$ cat src/verilog/iqs_pkg.sv
// Package of constants for the I/Q converter sequencer and fault blanking block
package iqs_pkg;
  // Command codes (writes and reads)
  localparam logic [7:0] CMD_WR_I_OFFSET = 8'h38;
  localparam logic [7:0] CMD_WR_Q_OFFSET = 8'h39;
  localparam logic [7:0] CMD_WR_CONV_CTL = 8'h3A;
  localparam logic [7:0] CMD_WR_BLANK = 8'h3B;
  localparam logic [7:0] CMD_WR_SHORT_SEL = 8'h3C;
  localparam logic [7:0] CMD_RD_I_OFFSET = 8'h28;
  localparam logic [7:0] CMD_RD_Q_OFFSET = 8'h29;
  localparam logic [7:0] CMD_RD_CONV_CTL = 8'h2A;
  localparam logic [7:0] CMD_RD_BLANK = 8'h2B;
  localparam logic [7:0] CMD_RD_SHORT_SEL = 8'h2C;
  localparam logic [7:0] CMD_RD_STATUS = 8'h02;
  localparam logic [7:0] CMD_RD_I_DATA = 8'h03;
  localparam logic [7:0] CMD_RD_Q_DATA = 8'h04;
  localparam logic [7:0] CMD_RD_DONE = 8'h05;
  localparam logic [7:0] CMD_RD_IQ_PAIR = 8'h90;
  // Reset values
  localparam logic [7:0] SHORT_SEL_RST = 8'hFF;
  localparam logic [7:0] OFFSET_RST = 8'h00;
  localparam logic [7:0] CONV_CTL_RST = 8'h00;
  localparam logic [5:0] BLANK_RST = 6'h00;
  // Control field positions
  localparam int CTL_SETTLE_LSB = 6;
  localparam int CTL_ACCUM_LSB = 4;
  localparam int CTL_CLK_LSB = 2;
  localparam int CTL_STATE_LSB = 0;
  // State commands
  localparam logic [1:0] ST_RESET = 2'h0;
  localparam logic [1:0] ST_SINGLE = 2'h1;
  localparam logic [1:0] ST_CONT = 2'h2;
  localparam logic [1:0] ST_STOP = 2'h3;
  // Timing counts in system clock periods, then sample counts and the offset step in converter counts
  localparam logic [11:0] SETTLE_A = 12'd1600;
  localparam logic [11:0] SETTLE_B = 12'd2304;
  localparam logic [11:0] SETTLE_C = 12'd2656;
  localparam logic [4:0] CCLK_16 = 5'd16;
  localparam logic [4:0] CCLK_8 = 5'd8;
  localparam logic [4:0] CCLK_4 = 5'd4;
  localparam logic [4:0] NSAMP_4 = 5'd4;
  localparam logic [4:0] NSAMP_8 = 5'd8;
  localparam logic [4:0] NSAMP_16 = 5'd16;
  localparam logic [13:0] OFFSET_STEP = 14'd80;
  localparam int CFG_LOAD_CYCLES = 8190;
  localparam int CMD_READY_CYCLES = 128;
  // Short selector decode
  localparam logic [3:0] SEL_LAST_SENSOR = 4'h9;
  localparam logic [3:0] SEL_SHIELD = 4'hB;
  // Sequencer states
  typedef enum logic [4:0] {
    SQ_IDLE = 5'b00001,
    SQ_SETTLE = 5'b00010,
    SQ_SAMPLE = 5'b00100,
    SQ_DONE = 5'b01000,
    SQ_HALT = 5'b10000
  } iqs_seq_e;
endpackage

$ cat src/verilog/iqs_top.sv
// Converter sequencer, offset and control registers, fault blanking, short selector
// Operation
// - Separate 8-bit I and Q offset codes, written 0x38/0x39, read 0x28/0x29.
// - Each offset count lowers converter input by 80 counts before accumulation.
// - 8-bit conversion control register, written 0x3A, read 0x2A.
// - Bits 7:6 pick settling 1600, 2304, 2656 or 1600 system clocks.
// - Bits 5:4 pick 4, 8, 16 or 4 samples per channel.
// - Bits 3:2 pick converter clock period 16, 8, 4 or 16 clocks.
// - Bits 1:0: reset/stop, single start, continuous start, stop current.
// - Single start waits settling, then samples and accumulates programmed count.
// - I and Q samples interleave; a select output switches converter input.
// - Single done copies results out and sets completion flag.
// - Continuous mode repeats accumulations, stored as matched I/Q pairs.
// - State value 0 aborts conversion and zeroes both accumulators at once.
// - 6-bit blanking limit 0x3B; fault reported once its counter reaches it.
// - Each fault has own up/down counter stepped once per sine zero crossing.
// - Reported faults stay latched until status read; counter then restarts.
// - Active fault pulse beats the read-triggered clear of its latch.
// - Command 0x3C loads two 4-bit short selectors; power-on value all off.
// - Selector codes 0-9 pick sensor pins, 1011 shield, others nothing.
// - Configuration loaded within 8190 clocks, then signal processor enabled.
// - Host commands accepted from 128 clocks after power-on.
// - Completion flag clears on pair read or new conversion start.
// - I and Q result registers return to zero after being read.
// - All this logic runs on the divided system clock.
`timescale 1ns/1ps
module iqs_top #(
  parameter int NFAULT = 6,
  parameter int CFG_CYCLES = iqs_pkg::CFG_LOAD_CYCLES
) (
  // Clock and reset (divided system clock)
  input wire logic clk_sys,
  input wire logic nrst,
  // Host command port
  input wire logic cmd_valid,
  input wire logic cmd_write,
  input wire logic [7:0] cmd_code,
  input wire logic [7:0] cmd_wdata,
  output logic [13:0] cmd_rdata,
  output logic [13:0] cmd_rdata_q,
  output logic cmd_ready,
  // Configuration download
  input wire logic cfg_restart,
  input wire logic cfg_wr,
  input wire logic [2:0] cfg_sel,
  input wire logic [7:0] cfg_data,
  output logic cfg_done,
  // Converter side
  input wire logic [9:0] adc_sample,
  output logic converter_clock,
  output logic iq_input_select,
  output logic [7:0] i_offset_code,
  output logic [7:0] q_offset_code,
  output logic busy,
  // Faults
  input wire logic sine_zero_crossing,
  input wire logic [NFAULT-1:0] fault_in,
  // Short-detection selectors, one-hot over 10 sensors plus shield
  output logic [10:0] short_plus_sel,
  output logic [10:0] short_minus_sel
);
  logic [7:0] i_off_r, q_off_r, ctl_r, short_r;
  logic [5:0] blank_r;
  logic [13:0] i_acc_r, q_acc_r, i_res_r, q_res_r;
  logic done_r;
  iqs_pkg::iqs_seq_e seq_r;
  logic [11:0] settle_cnt_r;
  logic [4:0] clk_cnt_r;
  logic [4:0] samp_cnt_r;
  logic phase_q_r;
  logic [13:0] boot_cnt_r;
  logic boot_done_r;
  logic [NFAULT-1:0] flt_r;
  logic [5:0] fcnt_r [NFAULT];
  logic [13:0] rd_nxt;

  logic wr, rd;
  logic [11:0] settle_len;
  logic [4:0] cclk_len, nsamp;
  logic ctl_wr, start_wr, reset_wr, pair_rd, stat_rd;
  logic [13:0] samp_adj;
  assign wr = cmd_valid & cmd_write & cmd_ready;
  assign rd = cmd_valid & ~cmd_write & cmd_ready;
  assign ctl_wr = wr && cmd_code == iqs_pkg::CMD_WR_CONV_CTL;
  assign start_wr = ctl_wr && (cmd_wdata[1:0] == iqs_pkg::ST_SINGLE ||
                               cmd_wdata[1:0] == iqs_pkg::ST_CONT);
  assign reset_wr = ctl_wr && cmd_wdata[1:0] == iqs_pkg::ST_RESET;
  assign pair_rd = rd && cmd_code == iqs_pkg::CMD_RD_IQ_PAIR;
  assign stat_rd = rd && cmd_code == iqs_pkg::CMD_RD_STATUS;

  // Field decodes
  always_comb begin
    case (ctl_r[iqs_pkg::CTL_SETTLE_LSB +: 2])
      2'h1: settle_len = iqs_pkg::SETTLE_B;
      2'h2: settle_len = iqs_pkg::SETTLE_C;
      default: settle_len = iqs_pkg::SETTLE_A;
    endcase
    case (ctl_r[iqs_pkg::CTL_ACCUM_LSB +: 2])
      2'h1: nsamp = iqs_pkg::NSAMP_8;
      2'h2: nsamp = iqs_pkg::NSAMP_16;
      default: nsamp = iqs_pkg::NSAMP_4;
    endcase
    case (ctl_r[iqs_pkg::CTL_CLK_LSB +: 2])
      2'h1: cclk_len = iqs_pkg::CCLK_8;
      2'h2: cclk_len = iqs_pkg::CCLK_4;
      default: cclk_len = iqs_pkg::CCLK_16;
    endcase
  end

  // Offset subtraction: saturates at zero so a large code cannot wrap
  logic [14:0] off_sub;
  assign off_sub = 15'(phase_q_r ? q_off_r : i_off_r) * 15'(iqs_pkg::OFFSET_STEP);
  assign samp_adj = ({5'h00, adc_sample} > off_sub) ?
                    14'({5'h00, adc_sample} - off_sub) : 14'h0000;

  // Power-on counters
  always_ff @(posedge clk_sys or negedge nrst) begin
    if (!nrst) begin
      boot_cnt_r <= 14'h0000;
      boot_done_r <= 1'b0;
      cmd_ready <= 1'b0;
    end else begin
      if (cfg_restart) begin
        boot_cnt_r <= 14'h0000;
        boot_done_r <= 1'b0;
      end else if (!boot_done_r) begin
        boot_cnt_r <= boot_cnt_r + 14'h0001;
        if (boot_cnt_r == 14'(CFG_CYCLES - 1)) begin
          boot_done_r <= 1'b1;
        end
      end
      // Stays up across later reloads: host access runs in parallel
      if (boot_cnt_r == 14'(iqs_pkg::CMD_READY_CYCLES - 1)) begin
        cmd_ready <= 1'b1;
      end
    end
  end
  assign cfg_done = boot_done_r;

  // Settings registers: download and host writes
  always_ff @(posedge clk_sys or negedge nrst) begin
    if (!nrst) begin
      i_off_r <= iqs_pkg::OFFSET_RST;
      q_off_r <= iqs_pkg::OFFSET_RST;
      ctl_r <= iqs_pkg::CONV_CTL_RST;
      blank_r <= iqs_pkg::BLANK_RST;
      short_r <= iqs_pkg::SHORT_SEL_RST;
    end else if (cfg_wr && !boot_done_r) begin
      case (cfg_sel)
        3'h0: i_off_r <= cfg_data;
        3'h1: q_off_r <= cfg_data;
        3'h2: blank_r <= cfg_data[5:0];
        3'h3: short_r <= cfg_data;
        default: ;
      endcase
    end else if (wr) begin
      case (cmd_code)
        iqs_pkg::CMD_WR_I_OFFSET: i_off_r <= cmd_wdata;
        iqs_pkg::CMD_WR_Q_OFFSET: q_off_r <= cmd_wdata;
        iqs_pkg::CMD_WR_CONV_CTL: ctl_r <= cmd_wdata;
        iqs_pkg::CMD_WR_BLANK: blank_r <= cmd_wdata[5:0];
        iqs_pkg::CMD_WR_SHORT_SEL: short_r <= cmd_wdata;
        default: ;
      endcase
    end
  end
  assign i_offset_code = i_off_r;
  assign q_offset_code = q_off_r;

  // Sequencer
  always_ff @(posedge clk_sys or negedge nrst) begin
    if (!nrst) begin
      seq_r <= iqs_pkg::SQ_IDLE;
      settle_cnt_r <= 12'h000;
      clk_cnt_r <= 5'h00;
      samp_cnt_r <= 5'h00;
      phase_q_r <= 1'b0;
      i_acc_r <= 14'h0000;
      q_acc_r <= 14'h0000;
      converter_clock <= 1'b0;
      busy <= 1'b0;
    end else if (reset_wr || !boot_done_r) begin
      seq_r <= iqs_pkg::SQ_IDLE;
      busy <= 1'b0;
      i_acc_r <= 14'h0000;
      q_acc_r <= 14'h0000;
      phase_q_r <= 1'b0;
      converter_clock <= 1'b0;
    end else if (ctl_wr && cmd_wdata[1:0] == iqs_pkg::ST_STOP) begin
      seq_r <= iqs_pkg::SQ_HALT;
      converter_clock <= 1'b0;
      busy <= 1'b1;
    end else if (start_wr && seq_r == iqs_pkg::SQ_IDLE) begin
      seq_r <= iqs_pkg::SQ_SETTLE;
      busy <= 1'b1;
      settle_cnt_r <= 12'h000;
    end else begin
      case (seq_r)
        iqs_pkg::SQ_SETTLE: begin
          settle_cnt_r <= settle_cnt_r + 12'h001;
          if (settle_cnt_r == settle_len - 12'h001) begin
            seq_r <= iqs_pkg::SQ_SAMPLE;
            clk_cnt_r <= 5'h00;
            samp_cnt_r <= 5'h00;
            phase_q_r <= 1'b0;
            i_acc_r <= 14'h0000;
            q_acc_r <= 14'h0000;
          end
        end
        iqs_pkg::SQ_SAMPLE: begin
          clk_cnt_r <= (clk_cnt_r == cclk_len - 5'h01) ? 5'h00 : clk_cnt_r + 5'h01;
          converter_clock <= clk_cnt_r < (cclk_len >> 1);
          if (clk_cnt_r == cclk_len - 5'h01) begin
            if (phase_q_r) begin
              q_acc_r <= q_acc_r + samp_adj;
              samp_cnt_r <= samp_cnt_r + 5'h01;
            end else begin
              i_acc_r <= i_acc_r + samp_adj;
            end
            phase_q_r <= ~phase_q_r;
            if (phase_q_r && samp_cnt_r == nsamp - 5'h01) begin
              seq_r <= iqs_pkg::SQ_DONE;
            end
          end
        end
        iqs_pkg::SQ_DONE: begin
          // Continuous restarts accumulation without settling again
          if (ctl_r[1:0] == iqs_pkg::ST_CONT) begin
            seq_r <= iqs_pkg::SQ_SAMPLE;
            samp_cnt_r <= 5'h00;
            clk_cnt_r <= 5'h00;
            i_acc_r <= 14'h0000;
            q_acc_r <= 14'h0000;
          end else begin
            seq_r <= iqs_pkg::SQ_HALT;
          end
        end
        iqs_pkg::SQ_HALT: converter_clock <= 1'b0;
        iqs_pkg::SQ_IDLE: converter_clock <= 1'b0;
        default: begin
          seq_r <= iqs_pkg::SQ_IDLE;
          busy <= 1'b0;
        end
      endcase
    end
  end
  assign iq_input_select = phase_q_r;

  // Result registers and completion flag
  always_ff @(posedge clk_sys or negedge nrst) begin
    if (!nrst) begin
      i_res_r <= 14'h0000;
      q_res_r <= 14'h0000;
      done_r <= 1'b0;
    end else if (seq_r == iqs_pkg::SQ_DONE) begin
      i_res_r <= i_acc_r;
      q_res_r <= q_acc_r;
      done_r <= 1'b1;
    end else begin
      if (pair_rd || reset_wr || start_wr) begin
        done_r <= 1'b0;
      end
      if (pair_rd || (rd && cmd_code == iqs_pkg::CMD_RD_I_DATA)) begin
        i_res_r <= 14'h0000;
      end
      if (pair_rd || (rd && cmd_code == iqs_pkg::CMD_RD_Q_DATA)) begin
        q_res_r <= 14'h0000;
      end
    end
  end

  // Fault blanking, one counter per fault
  genvar g;
  generate
    for (g = 0; g < NFAULT; g++) begin : g_flt
      always_ff @(posedge clk_sys or negedge nrst) begin
        if (!nrst) begin
          fcnt_r[g] <= 6'h00;
          flt_r[g] <= 1'b0;
        end else begin
          if (sine_zero_crossing && !flt_r[g]) begin
            if (fault_in[g] && fcnt_r[g] != blank_r) begin
              fcnt_r[g] <= fcnt_r[g] + 6'h01;
            end else if (!fault_in[g] && fcnt_r[g] != 6'h00) begin
              fcnt_r[g] <= fcnt_r[g] - 6'h01;
            end
          end
          if (stat_rd && flt_r[g]) begin
            fcnt_r[g] <= 6'h00;
          end
          // Set wins over the clear from the status read
          if (sine_zero_crossing && fault_in[g] && fcnt_r[g] + 6'h01 >= blank_r) begin
            flt_r[g] <= 1'b1;
          end else if (stat_rd) begin
            flt_r[g] <= 1'b0;
          end
        end
      end
    end
  endgenerate

  // Short selector decode
  always_ff @(posedge clk_sys or negedge nrst) begin
    if (!nrst) begin
      short_plus_sel <= 11'h000;
      short_minus_sel <= 11'h000;
    end else begin
      for (int k = 0; k < 10; k++) begin
        short_plus_sel[k] <= short_r[7:4] == 4'(k);
        short_minus_sel[k] <= short_r[3:0] == 4'(k);
      end
      short_plus_sel[10] <= short_r[7:4] == iqs_pkg::SEL_SHIELD;
      short_minus_sel[10] <= short_r[3:0] == iqs_pkg::SEL_SHIELD;
    end
  end

  // Read data, registered one cycle after the request
  always_comb begin
    rd_nxt = 14'h0000;
    case (cmd_code)
      iqs_pkg::CMD_RD_I_OFFSET: rd_nxt = {6'h00, i_off_r};
      iqs_pkg::CMD_RD_Q_OFFSET: rd_nxt = {6'h00, q_off_r};
      iqs_pkg::CMD_RD_CONV_CTL: rd_nxt = {6'h00, ctl_r};
      iqs_pkg::CMD_RD_BLANK: rd_nxt = {8'h00, blank_r};
      iqs_pkg::CMD_RD_SHORT_SEL: rd_nxt = {6'h00, short_r};
      iqs_pkg::CMD_RD_STATUS: rd_nxt = 14'(flt_r);
      iqs_pkg::CMD_RD_I_DATA: rd_nxt = i_res_r;
      iqs_pkg::CMD_RD_Q_DATA: rd_nxt = q_res_r;
      iqs_pkg::CMD_RD_IQ_PAIR: rd_nxt = i_res_r;
      iqs_pkg::CMD_RD_DONE: rd_nxt = {13'h0000, done_r};
      default: rd_nxt = 14'h0000;
    endcase
  end
  always_ff @(posedge clk_sys or negedge nrst) begin
    if (!nrst) begin
      cmd_rdata <= 14'h0000;
      cmd_rdata_q <= 14'h0000;
    end else if (rd) begin
      cmd_rdata <= rd_nxt;
      cmd_rdata_q <= (cmd_code == iqs_pkg::CMD_RD_IQ_PAIR) ? q_res_r : 14'h0000;
    end
  end
endmodule

$ cat config.mk
export PLATFORM = sky130hd
export DESIGN_NAME = iqs_top
export DESIGN_NICKNAME = d
export VERILOG_FILES = /design/src/verilog/iqs_pkg.sv /design/src/verilog/iqs_top.sv
export SDC_FILE = /design/constraint.sdc
export NUM_CORES = 1
export LEC_CHECK = 0
export ABC_AREA = 1
export BUFFER_PORTS_ARGS = -buffer_cell sky130_fd_sc_hd__buf_2
export CORE_MARGIN = 8
export CORE_UTILIZATION = 30
export CTS_BUF_LIST = sky130_fd_sc_hd__clkbuf_16
export DETAILED_ROUTE_END_ITERATION = 16
export PLACE_DENSITY = 0.51
export SLEW_MARGIN = 5
export SYNTH_ARGS = -nofsm -noshare
export SYNTH_HDL_FRONTEND = slang
export SYNTH_SLANG_ARGS = --single-unit
export TNS_END_PERCENT = 30
$ cat constraint.sdc
create_clock -name clk_sys -period 5.4 [get_ports clk_sys]
set_clock_uncertainty 0.2 [all_clocks]
set_input_delay 1.62 -clock clk_sys [delete_from_list [all_inputs] [get_ports clk_sys]]
set_output_delay 1.62 -clock clk_sys [all_outputs]
set_load 0.03 [all_outputs]
==> results of run 1 <==
[worst max-delay path, cell delays in order (launching register included)]
cell     delay (ns)
dfrtp_2        0.49
o21ai_1        0.26
inv_1          0.07
ha_1           0.28
ha_1           0.19
inv_1          0.06
fa_1           0.39
xor2_1         0.16
ha_1           0.34
nand2_1        0.09
nor3_1         0.04
nand2_1        0.10
nand3_2        0.10
nor2_2         0.14
nand3_2        0.14
buf_4          0.21
nor3b_1        0.25
buf_4          0.17
ha_1           0.23
nand2_1        0.13
nor3_1         0.29
inv_1          0.07
nor2_1         0.11
nand2_1        0.07
nand2_1        0.06
nand2_1        0.04
nand3_1        0.06
nand2_1        0.05
[synth_stat cells, types with 26 or more instances]
master,n
nand4_1,28
xor2_1,46
o22ai_1,41
nand3_1,118
a21oi_1,67
o21ai_0,171
nor2_1,143
ha_1,110
nor3_1,46
o21a_1,26
dfrtp_1,224
clkbuf_1,27
nand2_1,431
inv_1,327
[state kept, by name (all words and copies together) (netlist names), 6 cells and up]
| name | flops |
|---|---|
| short_minus_sel | 11 |
| cmd_rdata | 14 |
| ctl_r | 8 |
| cmd_rdata_q | 14 |
| flt_r | 6 |
| q_offset_code | 8 |
| i_offset_code | 8 |
| q_acc_r | 14 |
| settle_cnt_r | 12 |
| blank_r | 6 |
| fcnt_r | 36 |
| i_acc_r | 14 |
| short_r | 8 |
| boot_cnt_r | 14 |
| i_res_r | 14 |
| short_plus_sel | 11 |
| q_res_r | 14 |
[final cells by class]
| class | count | area share [%] |
|---|---|---|
| Sequential cell | 233 | 32.5 |
| Antenna cell | 2 | 0.0278 |
| Clock inverter | 25 | 1.70 |
| Timing Repair Buffer | 136 | 4.13 |
| Clock buffer | 30 | 4.17 |
| Multi-Input combinational cell | 1426 | 45.7 |
| Tap cell | 680 | 4.73 |
| Inverter | 342 | 7.14 |
[stage by stage]
step,instances,hold WS (ns),setup WS [ns]
final,2874,0.278,0.461
after global routing,2873,0.302,0.0641
after CTS,2872,0.282,0.328
after detailed placement,2817,0.267,0.374
after global placement,2817,0.268,0.424
after floorplan,2038,0.255,0.647
[what timing repair did]
item,in CTS,in global routing
endpoints found under the setup margin,0,5
hold buffers,0,0
gates resized for setup,0,6
[power by group through the flow]
stage	logic, W	clock network [W]	registers, W
after CTS	0.00142	0.00220	0.00198
after global placement	0.00140	0	0.00201
final	0.00141	0.00214	0.00198
after detailed placement	0.00141	0	0.00201
after global routing	0.00159	0.00226	0.00199
after floorplan	0.000913	0	0.00204
[kinds of logic (layout without fill, tap and decap cells)]
logic type	after synthesis	count (layout)	share of synthesized area (%)
xor gates and xnor gates	58	58	3.33
AOI/OAI and AO/OA	413	413	16.2
and+or+nand+nor	838	838	24.0
buffers and inverters	379	533	9.33
DFF	233	233	37.7
other	1	4	0.0242
adders and majority gates	112	112	9.14
muxes	3	3	0.218
[layer usage]
| layer | wire length, um | vias up |
|---|---|---|
| li1 | - | 7013 |
| met1 | 22500 | 6811 |
| met2 | 23500 | 337 |
| met3 | 2580 | 80 |
| met4 | 1200 | 4 |
| met5 | 24 | - |
[how the worst min path moves through the flow]
stage                         startpoint             end  slack, ns
after CTS                 cmd_rdata_q[0]  cmd_rdata_q[0]       0.28
after floorplan            boot_cnt_r[2]   boot_cnt_r[2]       0.25
after global placement    cmd_rdata_q[9]  cmd_rdata_q[9]       0.27
after global routing      cmd_rdata_q[6]  cmd_rdata_q[6]       0.30
final                     cmd_rdata_q[0]  cmd_rdata_q[0]       0.28
after detailed placement  cmd_rdata_q[0]  cmd_rdata_q[0]       0.27
==> flow_metrics.py, run 1 <==
metrics = {
    "outcome": {
        "status": "finished, final reports clean",
    },
    "floorplan": {
        "pin_count": 121,
        "fp.dieArea_um2": 59200,
        "start_util_pct": 30.3,
        "fp.dieW_um": 243,
        "dieHeight_um": 243,
        "core_area_um2": 51200,
        "core.rowCount": 83,
    },
    "synth": {
        "synth_cell_types": 61,
        "synth_cells": 2037,
        "synthFlopType": "dfrtp_1",
        "ys_seq_elements": 233,
        "ys_seq_area_share_pct": 37.7,
        "netlist_area_um2": 15500,
        "async_flop_share_pct": 100,
        "synth_edf_count": 0,
        "yosysTopAreaCell": "dfrtp_1",
        "synth_area_leaders": "dfrtp_1, nand2_1, ha_1",
        "syn_avg_cell_area_um2": 7.61,
        "synth.top_cell.area_share_pct": 36.2,
        "synth_warnings": 0,
    },
    "sta": {
        "finalSetupTns_ns": 0,
        "fmax_mhz": 202,
        "max_slew_margin_pct": 26.2,
        "tightest_slew_ns": 1.10,
        "finalHoldViolations": 0,
        "maxSlewViolCount": 0,
        "min_period_ns": 4.94,
        "setup_viol_count_final": 0,
        "rsz0062_at_grt": "no",
        "fin_crit_sh_pct": 91.5,
    },
    "clocking": {
        "clockRootBuffer": "clkbuf_16",
        "post_cts_buffers": 0,
        "clk_pin_slew_ns": 0.06,
        "cts_tree": "done",
        "insertion_delay_ns": 0.60,
        "numCtsBuffers": 30,
        "cts_sinks": 233,
        "htree_num_levels": 1,
        "clk_path_buf_depth": 3,
    },
    "final_layout": {
        "fin_nets": 2331,
        "final_common_cell": "nand2_1",
        "drive_above_1_share_pct": 12.2,
        "register_area_um2": 5840,
        "syn_to_final_growth_pct": 16.2,
        "mostFrequentLayoutCells": "nand2_1, inv_1, dfrtp_1, o21ai_0, nor2_1",
        "utilization_pct": 35.2,
        "multi_input_area_um2": 8220,
        "num-fill-cells": 5339,
        "design_area_um2": 18000,
    },
    "run": {
        "drv_cap": 0,
    },
    "route": {
        "drtIter0Drc": 1017,
        "vias": 14200,
        "wire_per_inst_um": 17.3,
        "drc_errors": 0,
        "avgViaCountPerCell": 4.96,
        "wirelength_mm": 49.8,
        "postRouteAntennaNets": 0,
        "drt_first_pass_iters": 6,
    },
    "power_and_ir_drop": {
        "total_power_w": 0.00553,
        "power-per-cell-area_nw_per_um2": 307,
        "ir_worst_vdd_mv": 0.268,
        "power.switching_w": 0.00191,
        "clock_power_share_pct": 38.8,
        "static-leakage-power_nw": 9.05,
        "p_sw_share_pct": 34.5,
        "power_frac_seq_pct": 35.7,
        "power_frac_comb_pct": 25.5,
        "internal_power_w": 0.00362,
    },
    "placed_design": {
        "postPlaceCellArea_um2": 16900,
        "globalplace.congestion": 0.903,
        "detailed_place_hpwl_mm": 38.6,
        "portBuffers": 120,
    },
    "setup_path": {
        "worstReg2RegEnd": "i_acc_r[13]",
        "startpoint": "iq_input_select",
        "path_max_fanout": 13,
        "rrSetupSlack_ns": 0.46,
        "cp-end-kind": "flop",
        "cp.arrival_ns": 5.21,
        "cp-start-kind": "flop",
        "crit_type": "flop to flop",
        "r2r-start": "iq_input_select",
        "rr_worst_depth": 27,
        "endpoint": "i_acc_r[13]",
        "cp.required_ns": 5.67,
    },
    "global_routing": {
        "busiest_layer": "met2",
        "grt.met3_usage_pct": 2.82,
        "track_usage_pct": 16.6,
        "grtUsageMet1_pct": 21.8,
        "grt_pass1_vias": 14300,
        "gr-total-overflow": 0,
        "antenna_found_initial": 4,
        "grt_max_degree": 118,
        "grtUsageMet2_pct": 27.8,
        "grt_pass1_wl_mm": 80.3,
    },
    "worst_hold_path": {
        "hold_class": "flop to flop",
        "min_path_cells": 2,
    },
}
(Power assumes the default switching activity.)
==> run 2: changes to the inputs <==
- CTS_BUF_LIST: sky130_fd_sc_hd__clkbuf_16 -> sky130_fd_sc_hd__clkbuf_2 sky130_fd_sc_hd__clkbuf_4 sky130_fd_sc_hd__clkbuf_8
- REMOVE_ABC_BUFFERS: default -> 1
==> flow_metrics.py, run 2 (same netlist as run 1, synthesis figures left out) <==
metrics = {
    "outcome": {
        "status": "finished, final reports clean",
    },
    "setup_path": {
        "cp.arrival_ns": 5.24,
        "critical_path_buf_inv_count": 5,
        "cp-end-kind": "flop",
        "slowest_stage": "fa_1",
        "cp_common_cell": "nand2_1",
        "critPathTopFamily": "adder cells",
        "critPathMaxStageDelay_ns": 0.42,
        "cp.required_ns": 5.69,
        "path_max_fanout": 19,
        "crit_type": "flop to flop",
        "cp-start-kind": "flop",
    },
    "clocking": {
        "post_cts_buffers": 0,
        "clk_pin_slew_ns": 0.06,
        "numCtsBuffers": 45,
        "ctsHoldBuffers": 0,
        "htree_num_levels": 2,
        "insertion_delay_ns": 0.64,
        "cts_resized": 0,
        "cts_tree": "done",
        "clk_path_buf_depth": 3,
        "clockRootBuffer": "clkbuf_8",
        "cts_sinks": 233,
    },
    "sta": {
        "setup_viol_count_final": 0,
        "min_period_ns": 4.95,
        "max_slew_margin_pct": 26.6,
        "fin_crit_sh_pct": 91.6,
        "timing.hold.ws_ns": 0.281,
        "maxSlewViolCount": 0,
        "tightest_slew_ns": 1.09,
        "fmax_mhz": 202,
        "finalHoldViolations": 0,
    },
    "global_routing": {
        "grt_pass1_wl_mm": 78.7,
        "antenna_found_initial": 4,
        "track_usage_pct": 16.5,
        "grt_max_degree": 101,
        "grt_pass1_vias": 14200,
        "gr-total-overflow": 0,
    },
    "run": {
        "drv_cap": 0,
    },
    "final_layout": {
        "utilization_pct": 34.9,
        "multi_input_area_um2": 8240,
        "largest_register": "fcnt_r",
        "register_area_um2": 5840,
        "final_common_cell": "nand2_1",
        "mostFrequentLayoutCells": "nand2_1, inv_1, dfrtp_1, o21ai_0, nor2_1",
        "fin_nets": 2343,
        "num-fill-cells": 5418,
        "drive_above_1_share_pct": 13.3,
        "syn_to_final_growth_pct": 15.2,
        "largest_reg_flops": 36,
    },
    "route": {
        "avgViaCountPerCell": 4.97,
        "drtIter0Drc": 863,
        "postRouteAntennaNets": 0,
        "wire_per_inst_um": 17.1,
        "wirelength_mm": 49.4,
        "drc_errors": 0,
        "drt_first_pass_iters": 7,
        "vias": 14400,
    },
    "placed_design": {
        "globalplace.congestion": 0.917,
        "detailed_place_hpwl_mm": 38.2,
        "portBuffers": 120,
    },
    "floorplan": {
        "core_area_um2": 51200,
        "core.rowCount": 83,
        "fp.dieArea_um2": 59200,
        "start_util_pct": 30.3,
        "pin_count": 121,
        "fp.dieW_um": 243,
        "dieHeight_um": 243,
    },
    "worst_hold_path": {
        "hold_class": "flop to flop",
    },
    "power_and_ir_drop": {
        "ir_worst_vdd_mv": 0.141,
        "power-per-cell-area_nw_per_um2": 291,
        "static-leakage-power_nw": 9.01,
        "total_power_w": 0.00519,
    },
}
## run 2: worst paths after layout
path | from | cells after the start | end | slack (ns)
worst min-delay path | cmd_rdata_q[3] | 2 | cmd_rdata_q[3] | 0.28
worst max-delay path | iq_input_select | 26 | q_acc_r[13] | 0.45
min in group asynchronous | nrst | 1 | short_minus_sel[2] | 0.81
worst max register to register | iq_input_select | 26 | q_acc_r[13] | 0.45
max in group asynchronous | nrst | 2 | seq_r[0] | 3.18
worst min register to register | cmd_rdata_q[3] | 2 | cmd_rdata_q[3] | 0.28
## run 2: tightest hold or removal path, cell delays in order (launching register included)
cell and delay [ns]:
dfrtp_1 0.34, nand2_1 0.05, o21ai_0 0.06
## run 2: per-stage QoR
| step | setup TNS, ns | cells | setup WS [ns] | cell area [um^2] |
|---|---|---|---|---|
| after floorplan | 0 | 2001 | 0.612 | 15300 |
| after global routing | -0.0119 | 2892 | -0.00672 | 17800 |
| after detailed placement | 0 | 2814 | 0.295 | 16900 |
| after CTS | 0 | 2890 | 0.254 | 17800 |
| final | 0 | 2893 | 0.452 | 17800 |
| after global placement | 0 | 2814 | 0.395 | 16900 |
## run 2: routing by layer
metal	share of wire (%)	up-vias	GRT usage (%)
met5	0.016	-	0
met4	2.9	2	5.69
met3	5.1	85	3.38
met1	46	6905	21.7
li1	-	7073	-
met2	46	315	26.6
## run 2: area by class of cell
type / instances / share of cell area [%]
Tap cell: 680 / 4.77
Timing Repair Buffer: 133 / 4.11
Antenna cell: 3 / 0.0421
Sequential cell: 233 / 32.7
Clock inverter: 6 / 0.224
Multi-Input combinational cell: 1426 / 46.2
Inverter: 342 / 7.21
Clock buffer: 70 / 4.77
## run 2: report_power, final
part	leakage, nW	internal [W]	switching (W)
combinational	5.71	0.000468	0.000946
clock	0.478	0.000995	0.000791
sequential	2.82	0.00185	0.000132
total	9.01	0.00332	0.00187
